===== src/common/spg_cfg.svh =====
// Purpose: Constants of the sector guard block: opcodes, marks, timing.
// Assumes: 50 MHz system clock.
// Notes: Latency and cycle times are in ns; cycle counts derive from them.
`ifndef SPG_CFG_SVH
`define SPG_CFG_SVH

// Command prefix and final opcode bytes
`define SPG_PFX0 8'h3D
`define SPG_PFX1 8'h2A
`define SPG_PFX2 8'h7F
`define SPG_OP_ERASE 8'hCF
`define SPG_OP_PROG 8'hFC
`define SPG_OP_ENA 8'hA9
`define SPG_OP_DIS 8'h9A
`define SPG_OP_BYTES 3'h4

// Guard map layout and marks
`define SPG_SECTORS 32
`define SPG_MARK_ON 8'hFF
`define SPG_MARK_OFF 8'h00
`define SPG_S0A_LAST_PAGE 8'h07

// Timing in ns and cycle conversion
`define SPG_CLK_NS 20
`define SPG_WP_FILTER_NS 100
`define SPG_GUARD_ON_NS 1000
`define SPG_GUARD_OFF_NS 1000
`define SPG_ERASE_NS 40000
`define SPG_PROG_NS 40000
`define SPG_CYC_MIN(ns) (((ns) + `SPG_CLK_NS - 1) / `SPG_CLK_NS)
`define SPG_CYC_MAX(ns) ((ns) / `SPG_CLK_NS)

`endif


===== src/common/spg_pkg.sv =====
// Purpose: Types shared by the sector guard block.
// Assumes: Nothing.
// Notes: Enumerations carry no explicit codes.
package spg_pkg;

  // Self-timed map cycle
  typedef enum logic [1:0] {
    SPG_IDLE,
    SPG_ERASING,
    SPG_PROGRAMMING
  } spg_cycle_type;

  // Command decoded from the current frame
  typedef enum logic [2:0] {
    SPG_CMD_NONE,
    SPG_CMD_ERASE,
    SPG_CMD_PROG,
    SPG_CMD_ENA,
    SPG_CMD_DIS,
    SPG_CMD_BAD
  } spg_cmd_type;

endpackage : spg_pkg


===== src/hdl/spg_sector_guard.sv =====
// Purpose: Sector protection control with guard map and command decode.
// Assumes: Host bus pins are sampled; each strobe high/low lasts >= 3 clocks.
// Notes: Map program ANDs staged bytes into the map, as flash would.
// Contract
// Write-protect low refuses ops on marked sectors
// Pin assertion turns guard on within latency
// Pin release drops guard unless enable seen
// Enable command keeps guard on after release
// Disable command ignored while pin asserted
// Filter short pin glitches
// Map holds 32 bytes, byte n sector n
// FFH protected, 00H unprotected; host writes those
// Sector 0: bits 7:6 pages 0-7, 5:4 rest
// Host erases map before programming it
// Erase frame 3D 2A 7F CF, busy timed
// Erase sets every map byte to FFH
// Erase accepted with guard on or off
// Program frame 3D 2A 7F FC, 32 bytes
// Frame end starts timed program, busy shown
// Byte pointer wraps after 32 bytes
// Host sends all 32 bytes per program
// Program accepted with guard on or off
// Program stages bytes in data buffer
// Erased map with guard on refuses all
// Map starts at 00H everywhere
// Enable frame 3D 2A 7F A9 sets guard
// Disable frame 3D 2A 7F 9A clears guard
// Power-up leaves command guard off
// Write-protect pin is active low
// No new erase or program while busy
`timescale 1ns/1ps
`include "spg_cfg.svh"
module spg_sector_guard #(
  parameter int FILT_CYC = `SPG_CYC_MIN(`SPG_WP_FILTER_NS),
  parameter int ERASE_CYC = `SPG_CYC_MAX(`SPG_ERASE_NS),
  parameter int PROG_CYC = `SPG_CYC_MAX(`SPG_PROG_NS)
) (
  input wire logic i_sys_clk, // System clock, 50 MHz
  input wire logic i_reset_n, // Async reset, active low
  input wire logic i_cs_n, // Chip select pin, active low
  input wire logic i_bus_clk, // Host byte strobe pin, rising edge
  input wire logic [7:0] i_parallel_bus, // Host command/data byte
  input wire logic i_wp_n, // Write-protect pin, active low
  input wire logic i_op_req, // Main array op request pulse
  input wire logic [4:0] i_op_sector, // Sector of the op
  input wire logic [7:0] i_op_page, // Page within sector
  output logic o_op_grant, // Op allowed, pulse
  output logic o_op_deny, // Op refused, pulse
  output logic o_busy, // Map cycle running
  output logic o_guard_on, // Sector protection active
  output logic o_wp_active, // Filtered pin asserted
  output logic [255:0] o_guard_map // Sector guard map
);
  localparam int TW = $clog2(ERASE_CYC + PROG_CYC) + 1;
  localparam int GON = `SPG_CYC_MAX(`SPG_GUARD_ON_NS);
  localparam int GOFF = `SPG_CYC_MAX(`SPG_GUARD_OFF_NS);

  typedef struct packed {
    logic [`SPG_SECTORS-1:0][7:0] map;
    logic [`SPG_SECTORS-1:0][7:0] scratch;
    logic sw_en;
    logic clk_d;
    logic cs_d;
    logic [2:0] nbytes;
    spg_pkg::spg_cmd_type cmd;
    logic [4:0] ptr;
    spg_pkg::spg_cycle_type cyc;
    logic [TW-1:0] timer;
    logic grant;
    logic deny;
  } spg_core_state_type;

  spg_core_state_type q;
  spg_core_state_type n;
  logic rst_n;
  logic [10:0] pins_s;
  logic [7:0] bus_s;
  logic bus_clk_s;
  logic cs_n_s;
  logic wp_n_s;
  logic wp_on;
  logic byte_stb;
  logic cs_rise;
  logic frame_ok;
  logic busy;
  logic guard_on;
  logic [`SPG_SECTORS-1:0] mark_s;

  // Fourth opcode byte to command
  function automatic spg_pkg::spg_cmd_type spg_decode(input logic [7:0] b);
    spg_pkg::spg_cmd_type c;
    c = spg_pkg::SPG_CMD_BAD;
    if (b == `SPG_OP_ERASE)
      c = spg_pkg::SPG_CMD_ERASE;
    else if (b == `SPG_OP_PROG)
      c = spg_pkg::SPG_CMD_PROG;
    else if (b == `SPG_OP_ENA)
      c = spg_pkg::SPG_CMD_ENA;
    else if (b == `SPG_OP_DIS)
      c = spg_pkg::SPG_CMD_DIS;
    return c;
  endfunction : spg_decode

  // Expected prefix byte at position i
  function automatic logic [7:0] spg_prefix(input logic [2:0] i);
    return (i == 3'h0) ? `SPG_PFX0 : (i == 3'h1) ? `SPG_PFX1 : `SPG_PFX2;
  endfunction : spg_prefix

  // Reset release through two flops
  spg_pin_sync #(.W(1), .RST(1'h0)) u_rst_sync (
    .i_sys_clk(i_sys_clk),
    .i_rst_n(i_reset_n),
    .i_async(1'h1),
    .o_sync(rst_n)
  );

  // Host pins into the clock domain
  spg_pin_sync #(.W(11), .RST(11'h600)) u_pin_sync (
    .i_sys_clk(i_sys_clk),
    .i_rst_n(rst_n),
    .i_async({i_wp_n, i_cs_n, i_bus_clk, i_parallel_bus}),
    .o_sync(pins_s)
  );

  // Write-protect glitch filter
  spg_wp_filter #(.FILT(FILT_CYC)) u_wp_filter (
    .i_sys_clk(i_sys_clk),
    .i_rst_n(rst_n),
    .i_wp_n_sync(wp_n_s),
    .o_wp_on(wp_on)
  );

  // Pin fields, strobes and frame status
  assign bus_s = pins_s[7:0];
  assign bus_clk_s = pins_s[8];
  assign cs_n_s = pins_s[9];
  assign wp_n_s = pins_s[10];
  assign byte_stb = bus_clk_s && !q.clk_d && !cs_n_s;
  assign cs_rise = cs_n_s && !q.cs_d;
  assign frame_ok = cs_rise && (q.nbytes == `SPG_OP_BYTES);
  assign busy = (q.cyc != spg_pkg::SPG_IDLE);
  assign guard_on = q.sw_en || wp_on;

  // Per-sector mark: sector 0 split by page, others by whole byte
  for (genvar g = 0; g < `SPG_SECTORS; g++)
  begin : g_mark
    if (g == 0)
    begin : g_s0
      assign mark_s[g] = (i_op_page <= `SPG_S0A_LAST_PAGE) ?
        (&q.map[0][7:6]) : (&q.map[0][5:4]);
    end
    else
    begin : g_sn
      assign mark_s[g] = (q.map[g] != `SPG_MARK_OFF);
    end
  end

  // Next state: byte decode, frame end, map cycle, op check
  always_comb
  begin
    n = q;
    n.grant = 1'h0;
    n.deny = 1'h0;
    n.clk_d = bus_clk_s;
    n.cs_d = cs_n_s;
    if (byte_stb && q.nbytes != `SPG_OP_BYTES)
    begin
      n.nbytes = q.nbytes + 3'h1;
      if (q.nbytes == 3'h3)
      begin
        if (q.cmd != spg_pkg::SPG_CMD_BAD)
          n.cmd = spg_decode(bus_s);
      end
      else if (bus_s != spg_prefix(q.nbytes))
        n.cmd = spg_pkg::SPG_CMD_BAD;
    end
    else if (byte_stb && q.cmd == spg_pkg::SPG_CMD_PROG && !busy)
    begin
      n.scratch[q.ptr] = bus_s;
      n.ptr = q.ptr + 5'h1;
    end
    if (cs_rise)
    begin
      n.nbytes = '0;
      n.cmd = spg_pkg::SPG_CMD_NONE;
      n.ptr = '0;
    end
    if (frame_ok && q.cmd == spg_pkg::SPG_CMD_ENA)
      n.sw_en = 1'h1;
    if (frame_ok && q.cmd == spg_pkg::SPG_CMD_DIS && !wp_on)
      n.sw_en = 1'h0;
    case (q.cyc)
      spg_pkg::SPG_IDLE:
      begin
        if (frame_ok && q.cmd == spg_pkg::SPG_CMD_ERASE)
        begin
          n.cyc = spg_pkg::SPG_ERASING;
          n.timer = TW'(ERASE_CYC - 1);
        end
        else if (frame_ok && q.cmd == spg_pkg::SPG_CMD_PROG)
        begin
          n.cyc = spg_pkg::SPG_PROGRAMMING;
          n.timer = TW'(PROG_CYC - 1);
        end
      end
      spg_pkg::SPG_ERASING:
      begin
        if (q.timer == '0)
        begin
          n.map = {`SPG_SECTORS{`SPG_MARK_ON}};
          n.cyc = spg_pkg::SPG_IDLE;
        end
        else
          n.timer = q.timer - TW'(1);
      end
      spg_pkg::SPG_PROGRAMMING:
      begin
        if (q.timer == '0)
        begin
          n.map = q.map & q.scratch;
          n.cyc = spg_pkg::SPG_IDLE;
        end
        else
          n.timer = q.timer - TW'(1);
      end
      default:
        n.cyc = spg_pkg::SPG_IDLE;
    endcase
    if (i_op_req)
    begin
      if (busy || (guard_on && mark_s[i_op_sector]))
        n.deny = 1'h1;
      else
        n.grant = 1'h1;
    end
  end

  // State register; map clear and command guard off at reset
  always_ff @(posedge i_sys_clk or negedge rst_n)
  begin
    if (!rst_n)
    begin
      q <= '0;
      q.cs_d <= 1'h1;
    end
    else
      q <= n;
  end

  // Outputs
  assign o_op_grant = q.grant;
  assign o_op_deny = q.deny;
  assign o_busy = busy;
  assign o_guard_on = guard_on;
  assign o_wp_active = wp_on;
  assign o_guard_map = q.map;
endmodule : spg_sector_guard


===== src/hdl/spg_pin_sync.sv =====
// Purpose: Two-stage synchroniser for pins and reset release.
// Assumes: Inputs are asynchronous to i_sys_clk.
// Notes: Only the second stage is visible outside.
`timescale 1ns/1ps
module spg_pin_sync #(
  parameter int W = 1,
  parameter logic [W-1:0] RST = '0
) (
  input wire logic i_sys_clk, // System clock
  input wire logic i_rst_n, // Async reset, active low
  input wire logic [W-1:0] i_async, // Raw inputs
  output logic [W-1:0] o_sync // Synchronised copy
);
  typedef struct packed {
    logic [W-1:0] meta;
    logic [W-1:0] sync;
  } spg_sync_state_type;

  spg_sync_state_type s_q;
  spg_sync_state_type s_d;

  // Shift the pins through two stages
  always_comb
  begin
    s_d.meta = i_async;
    s_d.sync = s_q.meta;
  end

  // State register
  always_ff @(posedge i_sys_clk or negedge i_rst_n)
  begin
    if (!i_rst_n)
      s_q <= {RST, RST};
    else
      s_q <= s_d;
  end

  assign o_sync = s_q.sync;
endmodule : spg_pin_sync


===== src/hdl/spg_wp_filter.sv =====
// Purpose: Noise filter on the synchronised write-protect pin.
// Assumes: Input already synchronised; pin is active low.
// Notes: A new level is taken only after FILT equal samples in a row.
`timescale 1ns/1ps
module spg_wp_filter #(
  parameter int FILT = 5
) (
  input wire logic i_sys_clk, // System clock
  input wire logic i_rst_n, // Reset, active low
  input wire logic i_wp_n_sync, // Synchronised pin level
  output logic o_wp_on // Filtered: pin asserted
);
  localparam int FW = $clog2(FILT) + 1;

  typedef struct packed {
    logic level_n;
    logic [FW-1:0] cnt;
  } spg_filt_state_type;

  spg_filt_state_type f_q;
  spg_filt_state_type f_d;

  // Count differing samples; a glitch shorter than FILT restarts it
  always_comb
  begin
    f_d = f_q;
    if (i_wp_n_sync == f_q.level_n)
      f_d.cnt = '0;
    else if (f_q.cnt == FW'(FILT - 1))
    begin
      f_d.level_n = i_wp_n_sync;
      f_d.cnt = '0;
    end
    else
      f_d.cnt = f_q.cnt + FW'(1);
  end

  // State register, pin taken as released at reset
  always_ff @(posedge i_sys_clk or negedge i_rst_n)
  begin
    if (!i_rst_n)
    begin
      f_q.level_n <= 1'h1;
      f_q.cnt <= '0;
    end
    else
      f_q <= f_d;
  end

  assign o_wp_on = !f_q.level_n;
endmodule : spg_wp_filter


===== config.mk =====
export PLATFORM = sky130hd
export DESIGN_NAME = spg_sector_guard
export DESIGN_NICKNAME = d
export VERILOG_FILES = /design/src/common/spg_pkg.sv /design/src/hdl/spg_sector_guard.sv /design/src/hdl/spg_pin_sync.sv /design/src/hdl/spg_wp_filter.sv
export VERILOG_INCLUDE_DIRS = /design/src /design/src/common
export SDC_FILE = /design/constraint.sdc
export NUM_CORES = 1
export LEC_CHECK = 0
export BUFFER_PORTS_ARGS = -buffer_cell sky130_fd_sc_hd__buf_2
export CORE_AREA = 2 2 225 249
export CTS_BUF_LIST = sky130_fd_sc_hd__clkbuf_16
export DETAILED_ROUTE_END_ITERATION = 16
export DIE_AREA = 0 0 227 251
export GPL_TIMING_DRIVEN = 0
export HOLD_SLACK_MARGIN = 0.05
export PLACE_DENSITY_LB_ADDON = 0.08
export SLEW_MARGIN = 25
export SYNTH_ARGS = -nofsm -noshare
export SYNTH_HDL_FRONTEND = slang
export SYNTH_SLANG_ARGS = --single-unit

===== constraint.sdc =====
create_clock -name i_sys_clk -period 20.6 [get_ports i_sys_clk]
set_input_delay 2.06 -clock i_sys_clk [delete_from_list [all_inputs] [get_ports i_sys_clk]]
set_output_delay 2.06 -clock i_sys_clk [all_outputs]
set_load 0.01 [all_outputs]

==> After elaboration in Yosys (flattened, before gate mapping) <==
Cells that the tools add are included.
{ "op_classes": {"n_bitwise": 3, "n_eq_ne": 25, "n_reduce_logical": 72, "muxes": 35, "order_cmp": 4, "addsub": 4} }
{ "op_table": {"columns": ["cell", "n"], "rows": [
  ["$mux 256", 2],
  ["$pmux 256 s2", 1],
  ["$and 256x256->256", 1],
  ["$bwmux 256", 1],
  ["$reduce_bool 8->1", 31],
  ["$demux 8 s5", 1],
  ["$eq 8x8->1 const B", 4],
  ["$mux 15", 2],
  ["$pmux 13 s2", 1],
  ["$mux 3", 6],
  ["$logic_and 1x1->1", 14],
  ["$mux 7", 2],
  ["$logic_not 13->1", 1],
  ["$mux 13", 1],
  ["$sub 13x1->13 const B", 1],
  ["$lt 5x6->1 const B", 2],
  ["$reduce_and 2->1", 6],
  ["$reduce_bool 2->1", 6],
  ["$mux 11", 1],
  ["$mux 5", 2],
  ["$eq 3x2->1 const B", 3],
  ["$ne 3x3->1 const B", 3],
  ["$reduce_and 3->1", 3],
  ["$le 8x3->1 const B", 1],
  ["28 further kinds", 47]
]} }
{ "totals": {"out_inout_bits": 261, "reg_bits": 572, "in_bits": 27, "elab_cells": 223} }

==> Depth between registers and ports, before layout <==
{ "depth": {"depth_word": 9, "depth_mapped": 11, "mapped_depth_nobuf": 8} }

==> By module <==
Synthesis repeated with hierarchy kept, for this count alone.
{ "unflattened": {"cells_unflattened": 2055, "hier_area_um2": 24096.9} }
{ "by_module_without_submodules": {"columns": ["mod", "cells_per_inst", "seq_area_each_um2", "area_per_inst_um2", "n_inst"], "rows": [
  ["spg_sector_guard", 2007, 13589.3, 23223.5, 1],
  ["spg_pin_sync at u_pin_sync", 22, 555.5, 555.5, 1],
  ["spg_wp_filter", 24, 126.4, 267.8, 1],
  ["spg_pin_sync at u_rst_sync", 2, 50.0, 50.0, 1]
]} }

==> Worst setup path before layout <==
OpenSTA, ideal clock, no wires.
{ "synth_timing": {"path_kind": "input to register", "from": "input i_op_sector[0]", "to": "register q, in the netlist o_op_grant", "path_stages": 6, "path_buffers": 0, "required_ns": 20.534, "setup_time_ns": 0.066, "setup_slack_ns": 17.032, "arrival_ns": 3.502, "cell_sequence": "or4_1 -> nor4_1 -> a31oi_1 -> mux4_2 -> a21oi_1 -> o31a_1"} }
{ "synth_lines": {"columns": ["element", "line", "text"], "rows": [
  ["start, declared", "spg_sector_guard.sv:45", "input wire logic [4:0] i_op_sector,"],
  ["end signal, assigned", "spg_sector_guard.sv:247", "q <= n;"],
  ["end, declared", "spg_sector_guard.sv:73", "spg_core_state_type q;"]
]} }

==> results.cfg <==
[run_status]
outcome = finished, final reports clean

[setup_path]
critPathRequiredTime_ps = 21050
slowest_delay_ps = 780
critPathLaunch = i_op_sector[0]
arrival_ps = 5260
worstReg2RegStart = q[15]
cp_common_cell = a311oi_1
path_depth = 8
worstRegToRegCells = 9
path_cells = buf_2 > clkbuf_1 > nor2b_1 > nand3_1 > a41oi_1 > a311oi_1 > a311oi_1 > nor4b_1
reg2reg_slack_ps = 17300
worst-path-buf-inv = 2
start_kind = input port
crit_family = compound AO/OA/AOI/OAI gates
crit_fanout = 10
r2r-end = q[280]
worst-setup-path-type = input port to flop
crit_end = o_op_deny
cpMaxStageDelayCell = nor2b_1
endpoint_kind = flop

[die]
core.rowCount = 90
die_x_um = 227
io_pins = 288
die-height_um = 251
core_area_um2 = 54500
start_util_pct = 44.40
die_area_um2 = 56980

[global_routing]
overflow = 0
first_global_vias = 16423
antenna_found_initial = 1
grt_start_max_net_pins = 56
grt_first_pass_wirelength_um = 101100
gr-usage-all-layers_pct = 23.71

[sta]
period_share_pct = 23.34
drv_slew = 0
setup_ws_ps = 15790
fmax_ghz = 0.2080
rsz0062_at_grt = no
finalSetupTns_ps = 0
maxSlewHeadroom_pct = 32.07
skew_ps = 13.29
final_hold_viol_count = 0
setup_violations = 0
worstMarginPinSlew_ps = 1019
min_period_ps = 4808

[detailed_routing]
drt-total-wl_um = 66650
ant_nets = 0
post_drt_via_cell_ratio = 5.120
vias = 16363
drc = 0
drt_iter0_markers = 1076
drt_pre_antenna_iters = 5
wl_per_cell_um = 20.86

[final_layout]
area_delta_synth_final_pct = 18.94
drive_gt1_share_pct = 39.59
regArea_um2 = 14330
multi_input_area_um2 = 7305
fillers = 4895
nets = 2451
antenna_cells = 0

[synth]
netlist.area_leader.share_pct = 58.53
yosys.area.top_type = dfrtp_1
syn_nets = 2094
ys.flop_type = dfrtp_1
ys.warnings.count = 0
syn_inst = 2053
async_flop_share_pct = 100.0
syn_avg_cell_area_um2 = 11.79
netlist_area_um2 = 24200
ys_types = 61
synth_edf_count = 0
ys_seq_area_share_pct = 59.18
synth_area_leaders = dfrtp_1 59%, mux2_2 12%, buf_4 7.9%
ys_ff_latch = 572

[clocking]
cts_tree = done
cts_inserted_buffers = 59
ctsResizeCount = 0
clockBufferDepth = 3
htreeDepth = 2
cts-hold-fix-buffers = 0
clkSinkCount = 572
post_cts_buffers = 0
root_buffer = clkbuf_16
clk_pin_slew_worst_paths_ps = 60
clock_latency_ps = 620

[pwr]
p_leak_uw = 0.01440
ir_drop_v = 0.00008493
power.density_nw_per_um2 = 157.9

[min_path]
hp-class = flop to flop

[placed_design]
place_hpwl_um = 46590
place_ws_ps = 15080
port_buffers = 283
gp_congestion = 0.8014

[flow_run]
drv_cap = 0
[power by group]
part           internal (uW)  switching, uW
Sequential              1440            269
Clock                    626            450
Combinational            804            954
Total                   2870           1670
[cell type report]
class,instances,area share [%]
flip-flops and latches,572,49.77
clock buffers,60,5.216
repair buffers,296,5.955
clock inverters,51,1.530
inverters,19,0.2478
well taps,736,3.199
multi-input cells,1106,25.38
plain buffers,356,8.707
[per-layer routing]
metal / wire length, um / GRT usage (%) / vias to the layer above
met4: 2288 / 8.665 / 0
li1: - / - / 7493
met5: 0 / 0 / -
met3: 3540 / 3.822 / 118
met1: 29820 / 33.43 / 8345
met2: 31010 / 37.10 / 407
[cell usage in the layout (no fill, tap or decap), types with 8 or more instances in the layout]
cell type,n
nor3_1,13
o21ai_0,267
nand2b_1,8
dfrtp_1,565
a21oi_1,11
clkbuf_16,60
nand2_1,291
xnor2_1,11
inv_1,29
buf_2,286
buf_4,256
nand3_1,23
ha_1,14
nor4_1,54
nor2_2,33
bufinv_16,8
mux2_2,257
clkinv_2,11
clkbuf_1,66
buf_12,8
buf_6,27
clkinv_1,18
nor2_1,30
nand4_1,8
[worst min-delay path by stage]
stage                            startpoint                   end  slack [ps]  cells after the start
final                     u_pin_sync.s_d[6]  u_pin_sync.o_sync[6]         350                      0
after global routing      u_pin_sync.s_d[6]  u_pin_sync.o_sync[6]         350                      0
after CTS                 u_pin_sync.s_d[6]  u_pin_sync.o_sync[6]         350                      0
after detailed placement  u_pin_sync.s_d[6]  u_pin_sync.o_sync[6]         340                      0
after global placement    u_rst_sync.s_d[0]     u_rst_sync.o_sync         340                      0
after floorplan           u_pin_sync.s_d[0]  u_pin_sync.o_sync[0]         330                      0
[synthesized netlist by cell type (3+ instances only)]
cell type	n
ha_1	14
nor2_1	30
clkbuf_1	68
mux2_2	257
o21ai_0	267
buf_6	27
xor2_1	3
nand3b_1	5
xnor2_1	11
nor2_2	33
dfrtp_1	566
o211ai_1	3
nor4_1	54
a311oi_1	5
buf_4	256
a21oi_1	11
dfstp_2	6
buf_2	3
or3_1	5
nor2b_1	5
nand4_1	8
inv_1	19
nor4b_1	7
nand3_1	23
nand2_1	291
nand2b_1	8
nand2_2	4
nor3_1	13
a31oi_1	5
or4_1	7
[state kept, by name (all words and copies together) (netlist names)]
signal,cells
u_rst_sync.s_d,1
u_rst_sync.o_sync,1
q,285
o_op_grant,1
o_guard_map,256
u_pin_sync.o_sync,11
o_op_deny,1
u_wp_filter.f_q,5
u_pin_sync.s_d,11
[stage by stage]
step | std cells | hold slack, ps | power (uW) | area [um^2] | util [%]
after floorplan | 2053 | 331.2 | 2820 | 24200 | -
after global placement | 3072 | 336.6 | 3453 | 26540 | 48.69
after detailed placement | 3085 | 335.6 | 3499 | 26840 | 49.25
after CTS | 3196 | 349.1 | 4592 | 28780 | 52.81
after global routing | 3196 | 354.8 | 4841 | 28780 | 52.81
final | 3196 | 345.8 | 4544 | 28780 | 52.81
[cell families after synthesis]
family                   Yosys count  synth area share [%]
multiplexers                     259                 12.09
XOR/XNOR                          14                0.5067
AND/OR/NAND/NOR                  507                 9.984
flip-flops                       572                 59.18
adder cells (fa/ha/maj)           14                0.7238
buffers and inverters            375                 10.64
AO/OA/AOI/OAI                    311                 6.861
other                              1               0.01550
Note: power is estimated with default switching activity, not from simulation.
